==> src/rtl/pem_pkg.sv <==
// Package of constants and types for the error aggregation manager.
package pem_pkg;

    // ------------------------------------------------------------------
    // Register map
    // ------------------------------------------------------------------
    localparam logic [15:0] ADDR_CLEAR = 16'hf421;
    localparam logic [15:0] ADDR_PARITY_MASK = 16'hf422;
    localparam logic [15:0] ADDR_SOFTWARE_MASK = 16'hf423;
    localparam logic [15:0] ADDR_WATCHDOG_MASK = 16'hf424;
    localparam logic [15:0] ADDR_STACK_MASK = 16'hf425;
    localparam logic [15:0] ADDR_LOOP_MASK = 16'hf426;
    localparam logic [15:0] ADDR_FLAG = 16'hf427;
    localparam logic [15:0] ADDR_SOURCE = 16'hf428;
    localparam logic [15:0] ADDR_IRQ_STATUS = 16'hf429;
    localparam logic [15:0] ADDR_IRQ_MASK = 16'hf42a;

    // ------------------------------------------------------------------
    // Reset values and field layout
    // ------------------------------------------------------------------
    localparam logic [15:0] RST_PARITY_MASK = 16'h0003;
    localparam logic [15:0] RST_ZERO = 16'h0000;
    localparam logic [11:0] PARITY_FIELD_MASK = 12'hfff;
    localparam int PARITY_BITS = 12;
    localparam int SOFTWARE_BIT = 15;
    localparam int LOOP_BIT = 14;
    localparam int STACK_BIT = 13;
    localparam int WATCHDOG_BIT = 12;
    localparam int IRQ_FLAG_BIT = 0;
    localparam int IRQ_MASKED_BIT = 1;
    localparam int IRQ_BITS = 2;

    // ------------------------------------------------------------------
    // Carrier types
    // ------------------------------------------------------------------
    typedef struct packed {
        logic [15:0] addr;
        logic [15:0] wdata;
        logic wr;
        logic rd;
    } pem_bus_req_type;

    typedef struct packed {
        logic software;
        logic loop;
        logic stack;
        logic watchdog;
        logic [11:0] parity;
    } pem_err_type;

endpackage

==> src/rtl/pem_manager.sv <==
// Error aggregation manager with register port and sticky master flag.
// Contract
// - A clear happens only on a zero-to-one change of the clear bit.
// - The memory parity mask register resets to 0x0003.
// - Parity mask bits 11 to 8 gate banks 3 to 0 of the second data memory.
// - Parity mask bits 7 to 4 gate banks 3 to 0 of the first data memory.
// - Parity mask bits 3 and 2 gate the second and first program memory.
// - Parity mask bits 1 and 0 gate converters one and zero, reset to one.
// - Software mask bit 0 suppresses software errors when set, reset zero.
// - Watchdog mask bit 0 suppresses watchdog errors when set, reset zero.
// - Stack mask bit 0 suppresses stack errors when set, reset zero.
// - Any unmasked error sets the single master error flag, except in a cycle where a clear fires.
// - The master flag stays set until the clear sequence is performed.
// - The source record keeps only the first reported error set.
`timescale 1ns/1ps
module pem_manager (
    input wire logic core_clk,
    input wire logic reset,
    input wire logic [15:0] reg_addr,
    input wire logic [15:0] reg_wdata,
    input wire logic reg_wr,
    input wire logic reg_rd,
    output logic [15:0] reg_rdata,
    input wire logic [11:0] parity_err,
    input wire logic software_err,
    input wire logic loop_err,
    input wire logic stack_err,
    input wire logic watchdog_err,
    output logic error_flag,
    output logic [15:0] error_source,
    output logic irq
);

    // ------------------------------------------------------------------
    // Input capture
    // ------------------------------------------------------------------
    pem_pkg::pem_bus_req_type req;
    pem_pkg::pem_err_type err_raw;
    pem_pkg::pem_err_type err_s1_q;
    pem_pkg::pem_err_type err_s2_q;
    pem_pkg::pem_err_type err_s1_d;
    pem_pkg::pem_err_type err_s2_d;

    assign req = '{addr: reg_addr, wdata: reg_wdata, wr: reg_wr, rd: reg_rd};
    assign err_raw = '{software: software_err, loop: loop_err,
                       stack: stack_err, watchdog: watchdog_err,
                       parity: parity_err};

    always_comb begin
        err_s1_d = err_raw;
        err_s2_d = err_s1_q;
    end

    always_ff @(posedge core_clk) begin
        if (reset) begin
            err_s1_q <= '0;
            err_s2_q <= '0;
        end else begin
            err_s1_q <= err_s1_d;
            err_s2_q <= err_s2_d;
        end
    end

    // ------------------------------------------------------------------
    // Configuration registers
    // ------------------------------------------------------------------
    logic clear_bit_q;
    logic clear_bit_d;
    logic [11:0] parity_mask_q;
    logic [11:0] parity_mask_d;
    logic software_mask_q;
    logic software_mask_d;
    logic watchdog_mask_q;
    logic watchdog_mask_d;
    logic stack_mask_q;
    logic stack_mask_d;
    logic loop_mask_q;
    logic loop_mask_d;
    logic [1:0] irq_mask_q;
    logic [1:0] irq_mask_d;
    logic clear_pulse;

    always_comb begin
        clear_bit_d = clear_bit_q;
        parity_mask_d = parity_mask_q;
        software_mask_d = software_mask_q;
        watchdog_mask_d = watchdog_mask_q;
        stack_mask_d = stack_mask_q;
        loop_mask_d = loop_mask_q;
        irq_mask_d = irq_mask_q;
        if (req.wr) begin
            unique case (req.addr)
                pem_pkg::ADDR_CLEAR: begin
                    clear_bit_d = req.wdata[0];
                end
                pem_pkg::ADDR_PARITY_MASK: begin
                    parity_mask_d = req.wdata[11:0];
                end
                pem_pkg::ADDR_SOFTWARE_MASK: begin
                    software_mask_d = req.wdata[0];
                end
                pem_pkg::ADDR_WATCHDOG_MASK: begin
                    watchdog_mask_d = req.wdata[0];
                end
                pem_pkg::ADDR_STACK_MASK: begin
                    stack_mask_d = req.wdata[0];
                end
                pem_pkg::ADDR_LOOP_MASK: begin
                    loop_mask_d = req.wdata[0];
                end
                pem_pkg::ADDR_IRQ_MASK: begin
                    irq_mask_d = req.wdata[1:0];
                end
                default: begin
                end
            endcase
        end
    end

    always_ff @(posedge core_clk) begin
        if (reset) begin
            clear_bit_q <= 1'b0;
            parity_mask_q <= pem_pkg::RST_PARITY_MASK[11:0];
            software_mask_q <= 1'b0;
            watchdog_mask_q <= 1'b0;
            stack_mask_q <= 1'b0;
            loop_mask_q <= 1'b0;
            irq_mask_q <= 2'h0;
        end else begin
            clear_bit_q <= clear_bit_d;
            parity_mask_q <= parity_mask_d;
            software_mask_q <= software_mask_d;
            watchdog_mask_q <= watchdog_mask_d;
            stack_mask_q <= stack_mask_d;
            loop_mask_q <= loop_mask_d;
            irq_mask_q <= irq_mask_d;
        end
    end

    // A clear fires only when the stored bit rises from zero to one.
    assign clear_pulse = clear_bit_d & ~clear_bit_q;

    // ------------------------------------------------------------------
    // Error gating and capture
    // ------------------------------------------------------------------
    logic [15:0] reported;
    logic flag_q;
    logic flag_d;
    logic [15:0] source_q;
    logic [15:0] source_d;

    always_comb begin
        reported = 16'h0000;
        reported[11:0] = err_s2_q.parity & ~parity_mask_q;
        reported[pem_pkg::WATCHDOG_BIT] = err_s2_q.watchdog & ~watchdog_mask_q;
        reported[pem_pkg::STACK_BIT] = err_s2_q.stack & ~stack_mask_q;
        reported[pem_pkg::LOOP_BIT] = err_s2_q.loop & ~loop_mask_q;
        reported[pem_pkg::SOFTWARE_BIT] = err_s2_q.software & ~software_mask_q;
    end

    always_comb begin
        flag_d = flag_q;
        source_d = source_q;
        if (clear_pulse) begin
            flag_d = 1'b0;
            source_d = 16'h0000;
        end else if (|reported) begin
            flag_d = 1'b1;
            if (!flag_q) begin
                source_d = reported;
            end
        end
    end

    always_ff @(posedge core_clk) begin
        if (reset) begin
            flag_q <= 1'b0;
            source_q <= pem_pkg::RST_ZERO;
        end else begin
            flag_q <= flag_d;
            source_q <= source_d;
        end
    end

    // ------------------------------------------------------------------
    // Interrupt status
    // ------------------------------------------------------------------
    logic [1:0] irq_stat_q;
    logic [1:0] irq_stat_d;
    logic [1:0] irq_event;
    logic irq_q;
    logic irq_d;

    always_comb begin
        irq_event = 2'h0;
        irq_event[pem_pkg::IRQ_FLAG_BIT] = flag_d & ~flag_q;
        irq_event[pem_pkg::IRQ_MASKED_BIT] =
            |({err_s2_q.software, err_s2_q.loop, err_s2_q.stack,
               err_s2_q.watchdog, err_s2_q.parity} & ~reported);
        irq_stat_d = irq_stat_q;
        if (req.rd && req.addr == pem_pkg::ADDR_IRQ_STATUS) begin
            irq_stat_d = 2'h0;
        end
        irq_stat_d = irq_stat_d | irq_event;
        irq_d = |(irq_stat_d & ~irq_mask_d);
    end

    always_ff @(posedge core_clk) begin
        if (reset) begin
            irq_stat_q <= 2'h0;
            irq_q <= 1'b0;
        end else begin
            irq_stat_q <= irq_stat_d;
            irq_q <= irq_d;
        end
    end

    // ------------------------------------------------------------------
    // Read port
    // ------------------------------------------------------------------
    logic [15:0] rdata_q;
    logic [15:0] rdata_d;

    always_comb begin
        rdata_d = 16'h0000;
        if (req.rd) begin
            unique case (req.addr)
                pem_pkg::ADDR_CLEAR: rdata_d = {15'h0000, clear_bit_q};
                pem_pkg::ADDR_PARITY_MASK: rdata_d = {4'h0, parity_mask_q};
                pem_pkg::ADDR_SOFTWARE_MASK:
                    rdata_d = {15'h0000, software_mask_q};
                pem_pkg::ADDR_WATCHDOG_MASK:
                    rdata_d = {15'h0000, watchdog_mask_q};
                pem_pkg::ADDR_STACK_MASK: rdata_d = {15'h0000, stack_mask_q};
                pem_pkg::ADDR_LOOP_MASK: rdata_d = {15'h0000, loop_mask_q};
                pem_pkg::ADDR_FLAG: rdata_d = {15'h0000, flag_q};
                pem_pkg::ADDR_SOURCE: rdata_d = source_q;
                pem_pkg::ADDR_IRQ_STATUS: rdata_d = {14'h0000, irq_stat_q};
                pem_pkg::ADDR_IRQ_MASK: rdata_d = {14'h0000, irq_mask_q};
                default: rdata_d = 16'h0000;
            endcase
        end
    end

    always_ff @(posedge core_clk) begin
        if (reset) begin
            rdata_q <= 16'h0000;
        end else begin
            rdata_q <= rdata_d;
        end
    end

    assign reg_rdata = rdata_q;
    assign error_flag = flag_q;
    assign error_source = source_q;
    assign irq = irq_q;

endmodule

==> config.mk <==
export PLATFORM = sky130hd
export DESIGN_NAME = pem_manager
export DESIGN_NICKNAME = d
export VERILOG_FILES = /design/src/rtl/pem_pkg.sv /design/src/rtl/pem_manager.sv
export SDC_FILE = /design/constraint.sdc
export NUM_CORES = 1
export LEC_CHECK = 0
export ABC_AREA = 0
export BUFFER_PORTS_ARGS = -buffer_cell sky130_fd_sc_hd__buf_2
export CAP_MARGIN = 30
export CORE_UTILIZATION = 31
export DETAILED_ROUTE_END_ITERATION = 12
export PLACE_DENSITY = 0.5
export SLEW_MARGIN = 5
export SYNTH_ARGS = -nofsm -noshare
export SYNTH_HDL_FRONTEND = slang
export SYNTH_SLANG_ARGS = --single-unit
==> constraint.sdc <==
create_clock -name core_clk -period 3.99 [get_ports core_clk]
set_input_delay 0.399 -clock core_clk [delete_from_list [all_inputs] [get_ports core_clk]]
set_output_delay 0.399 -clock core_clk [all_outputs]
set_load 0.05 [all_outputs]
## Yosys cells after proc, flatten, opt, wreduce, memory -nomap -nowiden

Cells that the tools add are included.

- Mux-type cells: 8
- Divide/modulo/power cells: 0
- Equality and inequality tests: 10
- $mul: 0
- Bitwise logic cells: 20
- Add/sub/neg operators: 0
- Magnitude comparators: 0
- Shift-type cells: 0
- Reductions and logical operators: 12

Operator list:

| kind | count |
|---|---|
| == test 16 bit, second input constant | 10 |
| one-hot mux 16 bit (10 select lines) | 1 |
| OR reduction 16 bit | 2 |
| bitwise AND 16 bit | 1 |
| NOT 16 bit | 1 |
| bitwise AND 12 bit | 1 |
| NOT 12 bit | 1 |
| AND reduction 2 bit | 6 |
| NOT 1 bit | 7 |
| bitwise AND 1 bit | 6 |
| 2-to-1 mux 2 bit | 3 |
| OR reduction 2 bit | 3 |
| 2-to-1 mux 1 bit | 4 |
| bitwise AND 2 bit | 1 |
| NOT 2 bit | 1 |
| bitwise OR 2 bit | 1 |
| logical AND 1 bit | 1 |

- Bits of input ports: 52
- Bits in read-only memories: 0
- Word-level logic and storage cells: 72
- Memory bits (writable): 0
- Register bits after elaboration: 87
- Output and inout port bits: 34
- Memories: 0
- Bits in latches: 0

## Depth between registers and ports, before layout

- Word-level depth: 9
- Mapped depth: 7
- Gate-level depth less buffers: 5

## Least setup slack after synthesis

No wires, ideal clock.

- Kind: input to register
- Start: input port reg_addr[4]
- End: register loop_mask_q
- Path buffers: 1
- Stages on the path: 6
- Library setup time: 128 ps
- Arrival: 2,137 ps
- Slack: 1,726 ps
- Required time: 3,862 ps
- Cells stage by stage: or4b_1 -> buf_2 -> or3_4 -> or3_2 -> mux2i_1 -> nor2_1

- Word-level cells in the longest chain between the ends: 2

RTL lines:

| what | line | text |
|---|---|---|
| start, declared | pem_manager.sv:19 | `input wire logic [15:0] reg_addr,` |
| == test 16 bit | pem_manager.sv:92 | `unique case (req.addr)` |
| AND reduction 2 bit (no line) | -- |  |
| end signal, assigned | pem_manager.sv:135 | `loop_mask_q <= loop_mask_d;` |
| end, declared | pem_manager.sv:77 | `logic loop_mask_q;` |

Every way passes these cells.
A chain may end at the register's enable or synchronous reset.

## Worst setup path after layout

- Start: input port reg_addr[4]
- End: register parity_mask_q[0]

- Word-level cells in the longest chain between the ends: 2

RTL lines:

| what | line | text |
|---|---|---|
| == test 16 bit | pem_manager.sv:92 |  |
| AND reduction 2 bit (no line) | -- |  |
| end signal, assigned | pem_manager.sv:123 | `parity_mask_q <= pem_pkg::RST_PARITY_MASK[11:0];` |
| end signal, assigned | pem_manager.sv:131 | `parity_mask_q <= parity_mask_d;` |
| end, declared | pem_manager.sv:69 | `logic [11:0] parity_mask_q;` |

Every way passes these cells.

==> impl_metrics.env <==
export IMPL_avgSynthCellArea_um2=9.85
export IMPL_synth_seq_cells=87
export IMPL_drtAntennaViolNets=0
export IMPL_synth_edf_count=0
export IMPL_power_frac_clock_pct=37.9
export IMPL_hold_buffers=0
export IMPL_period_needed_ns=2.32
export IMPL_clk_latency_ns=0.35
export IMPL_route_met3_wl_um=335
export IMPL_peakVddDrop_mv=0.150
export IMPL_yosysTopAreaCell="dfxtp_1"
export IMPL_antenna_found_initial=0
export IMPL_cts_buffers=9
export IMPL_status="complete, no violations"
export IMPL_seqPwrFrac_pct=53.4
export IMPL_synthCells=335
export IMPL_worstMarginPinSlew_ns=0.803
export IMPL_routed_wl_mm=7.65
export IMPL_cp_arrival_ns=2.62
export IMPL_path_cells="buf_2, or4b_1, nor4_1, and2_1, and3_1, a211o_1"
export IMPL_antenna_cells=0
export IMPL_hold_class="input port to flop"
export IMPL_worst_r2r_path_depth=6
export IMPL_highest_layer="met4"
export IMPL_wl_met2_mm=3.39
export IMPL_cts_buffer_depth=2
export IMPL_skew_ns=0.0118
export IMPL_post_cts_setup_buffers=0
export IMPL_setup_viol=0
export IMPL_path_max_fanout=22
export IMPL_layout_common_cells="dfxtp_1, buf_2, nor2b_1"
export IMPL_dieArea_um2=11100
export IMPL_fin_setup_tns_ns=0
export IMPL_async_reset_ff_share_pct=0
export IMPL_globalplace_congestion=0.811
export IMPL_slowest_stage="and2_1"
export IMPL_slew_violations=0
export IMPL_initial_core_util_pct=31.9
export IMPL_row_count=37
export IMPL_netlist_area_um2=3300
export IMPL_rsz0062_at_grt="no"
export IMPL_power_leakage_uw=0.00171
export IMPL_grt_overflow_total=0
export IMPL_min_from="parity_err[2]"
export IMPL_vias=2547
export IMPL_synth_seq_area_share_pct=52.8
export IMPL_post_route_drc_count=0
export IMPL_dp_hpwl_mm=5.71
export IMPL_p_per_area_nw_per_um2=420
export IMPL_vias_per_cell=4.62
export IMPL_cp_start_kind="input port"
export IMPL_grt_pass1_wl_mm=12.4
export IMPL_grt_pass1_vias=2387
export IMPL_internal_power_uw=1260
export IMPL_p_sw_uw=436
export IMPL_grt_use_total_pct=14.5
export IMPL_postLayoutCoreUtil_pct=39.0
export IMPL_cp_data_required_time_ns=4.28
export IMPL_synth_distinct_cells=42
export IMPL_maxSlewHeadroom_pct=46.5
export IMPL_yosysWarnings=0
export IMPL_synthTopCellsByArea="dfxtp_1, nor2b_1, mux2i_1, nor2_1, a22oi_1"
export IMPL_avgRoutedWirePerCell_um=13.9
export IMPL_drtIter0Drc=62
export IMPL_grt_max_degree=58
export IMPL_cp_end_kind="flop"
export IMPL_cts_max_level=3
export IMPL_synth_top_area_share_pct=52.8
export IMPL_cts_tree="built"
export IMPL_cts_root_buf="clkbuf_8"
export IMPL_maxCapViolCount=0
export IMPL_cp_slowest_stage_delay_ns=0.71
export IMPL_pwr_share_comb_pct=8.7
export IMPL_die_w_um=105
export IMPL_drt_pass1_iterations=5
export IMPL_synthesis_nets=387
export IMPL_reg2reg_from="parity_mask_q[1]"
export IMPL_hold_viol_final=0
export IMPL_met1_length_mm=3.89
export IMPL_clk_pin_slew_ns=0.10
export IMPL_netSwitchingFraction_pct=25.8
export IMPL_drive_gt1_share_pct=26.5
export IMPL_synth_top_flop_cell="dfxtp_1"
export IMPL_r2r_slack_ns=2.16
export IMPL_nNetsFinal=462
export IMPL_cts_sinks=87
export IMPL_post_route_period_util_pct=58.3
export IMPL_io_pins=86
export IMPL_core_area_um2=10300
export IMPL_fmax_ghz=0.430
export IMPL_cts_resized=0
export IMPL_portBuffers=81
export IMPL_die_y_um=105
export IMPL_area_delta_synth_final_pct=22.2
export IMPL_hold_end="err_s1_q[2]"
export IMPL_holdPathStages=2
export IMPL_final_common_cell="dfxtp_1"
export IMPL_reg2reg_to="error_source[11]"
export IMPL_crit_type="input port to flop"
-- layer usage --
metal / global-route usage, % / up-vias
li1: - / 1318
met1: 20.2 / 1170
met2: 21.9 / 57
met3: 3.06 / 2
met4: 5.23 / 0
met5: 0 / -
-- synth_stat cells, types with 2 or more instances --
cell,count
a31oi_1,2
buf_2,6
nand2_1,13
a22oi_1,11
a211o_1,2
nand2b_1,5
nor2_1,38
inv_1,2
mux2i_1,27
nand4_1,2
nor2b_1,49
o21ai_0,2
or3_1,2
nand3b_1,2
and4_1,2
o2bb2ai_1,2
dfxtp_1,87
and3_1,7
nand3_1,13
a221oi_1,4
a21oi_1,12
a22o_1,5
nor4_1,8
clkbuf_1,14
-- layout make-up --
cell class | instances | area [um2]
fillers | 1070 | 6290
flip-flops and latches | 87 | 1740
multi-input cells | 226 | 1470
repair buffers | 84 | 428
well taps | 136 | 170
clock buffers | 9 | 124
clock inverters | 7 | 86.3
inverters | 2 | 7.51
-- metrics by stage --
stage	area [um2]	setup slack, ns	cells	total power [uW]	hold WS (ns)
after detailed placement	3820	1.27	535	1070	0.424
after CTS	4030	1.65	551	1720	0.236
final	4030	1.67	551	1690	0.249
after global placement	3820	1.29	535	1070	0.430
after global routing	4030	1.45	551	1770	0.241
after floorplan	3300	1.73	335	1020	0.414
-- how the worst max path moves through the flow --
stage	start	cells after the start	end	slack, ns
after global routing	reg_addr[4]	6	reg_rdata[8]	1.45
after global placement	reg_addr[4]	6	parity_mask_q[1]	1.29
after floorplan	reg_addr[4]	6	loop_mask_q	1.73
after detailed placement	reg_addr[4]	6	parity_mask_q[0]	1.27
final	reg_addr[4]	6	parity_mask_q[0]	1.67
after CTS	reg_addr[4]	6	parity_mask_q[0]	1.65
-- critical path, delay by kind of cell --
| family | cells | cell delay (ns) |
|---|---|---|
| AOI/OAI and AO/OA | 1 | 0.09 |
| buffers and inverters | 1 | 0.09 |
| and+or+nand+nor | 4 | 2.02 |
-- logic make-up (layout without fill, tap and decap cells) --
logic type | after synthesis | after routing | share of synthesized area, %
and+or+nand+nor | 152 | 152 | 25.9
DFF | 87 | 87 | 52.8
AOI/OAI and AO/OA | 46 | 46 | 9.98
muxes | 28 | 28 | 8.54
buffers and inverters | 22 | 102 | 2.73
-- state kept, by name, indices dropped and copies added (netlist names), 2 cells and up --
signal / cells
irq_mask_q: 2
err_s2_q: 16
irq_stat_q: 2
error_source: 16
parity_mask_q: 12
reg_rdata: 16
err_s1_q: 16
-- power groups by stage --
stage	Clock (uW)	Sequential, uW	Combinational [uW]
global placement	0	924	146
finish	641	904	147
global route	701	908	158
detailed placement	0	925	147
CTS	663	905	148
floorplan	0	945	73.9
Note: power is estimated with default switching activity, not from simulation.
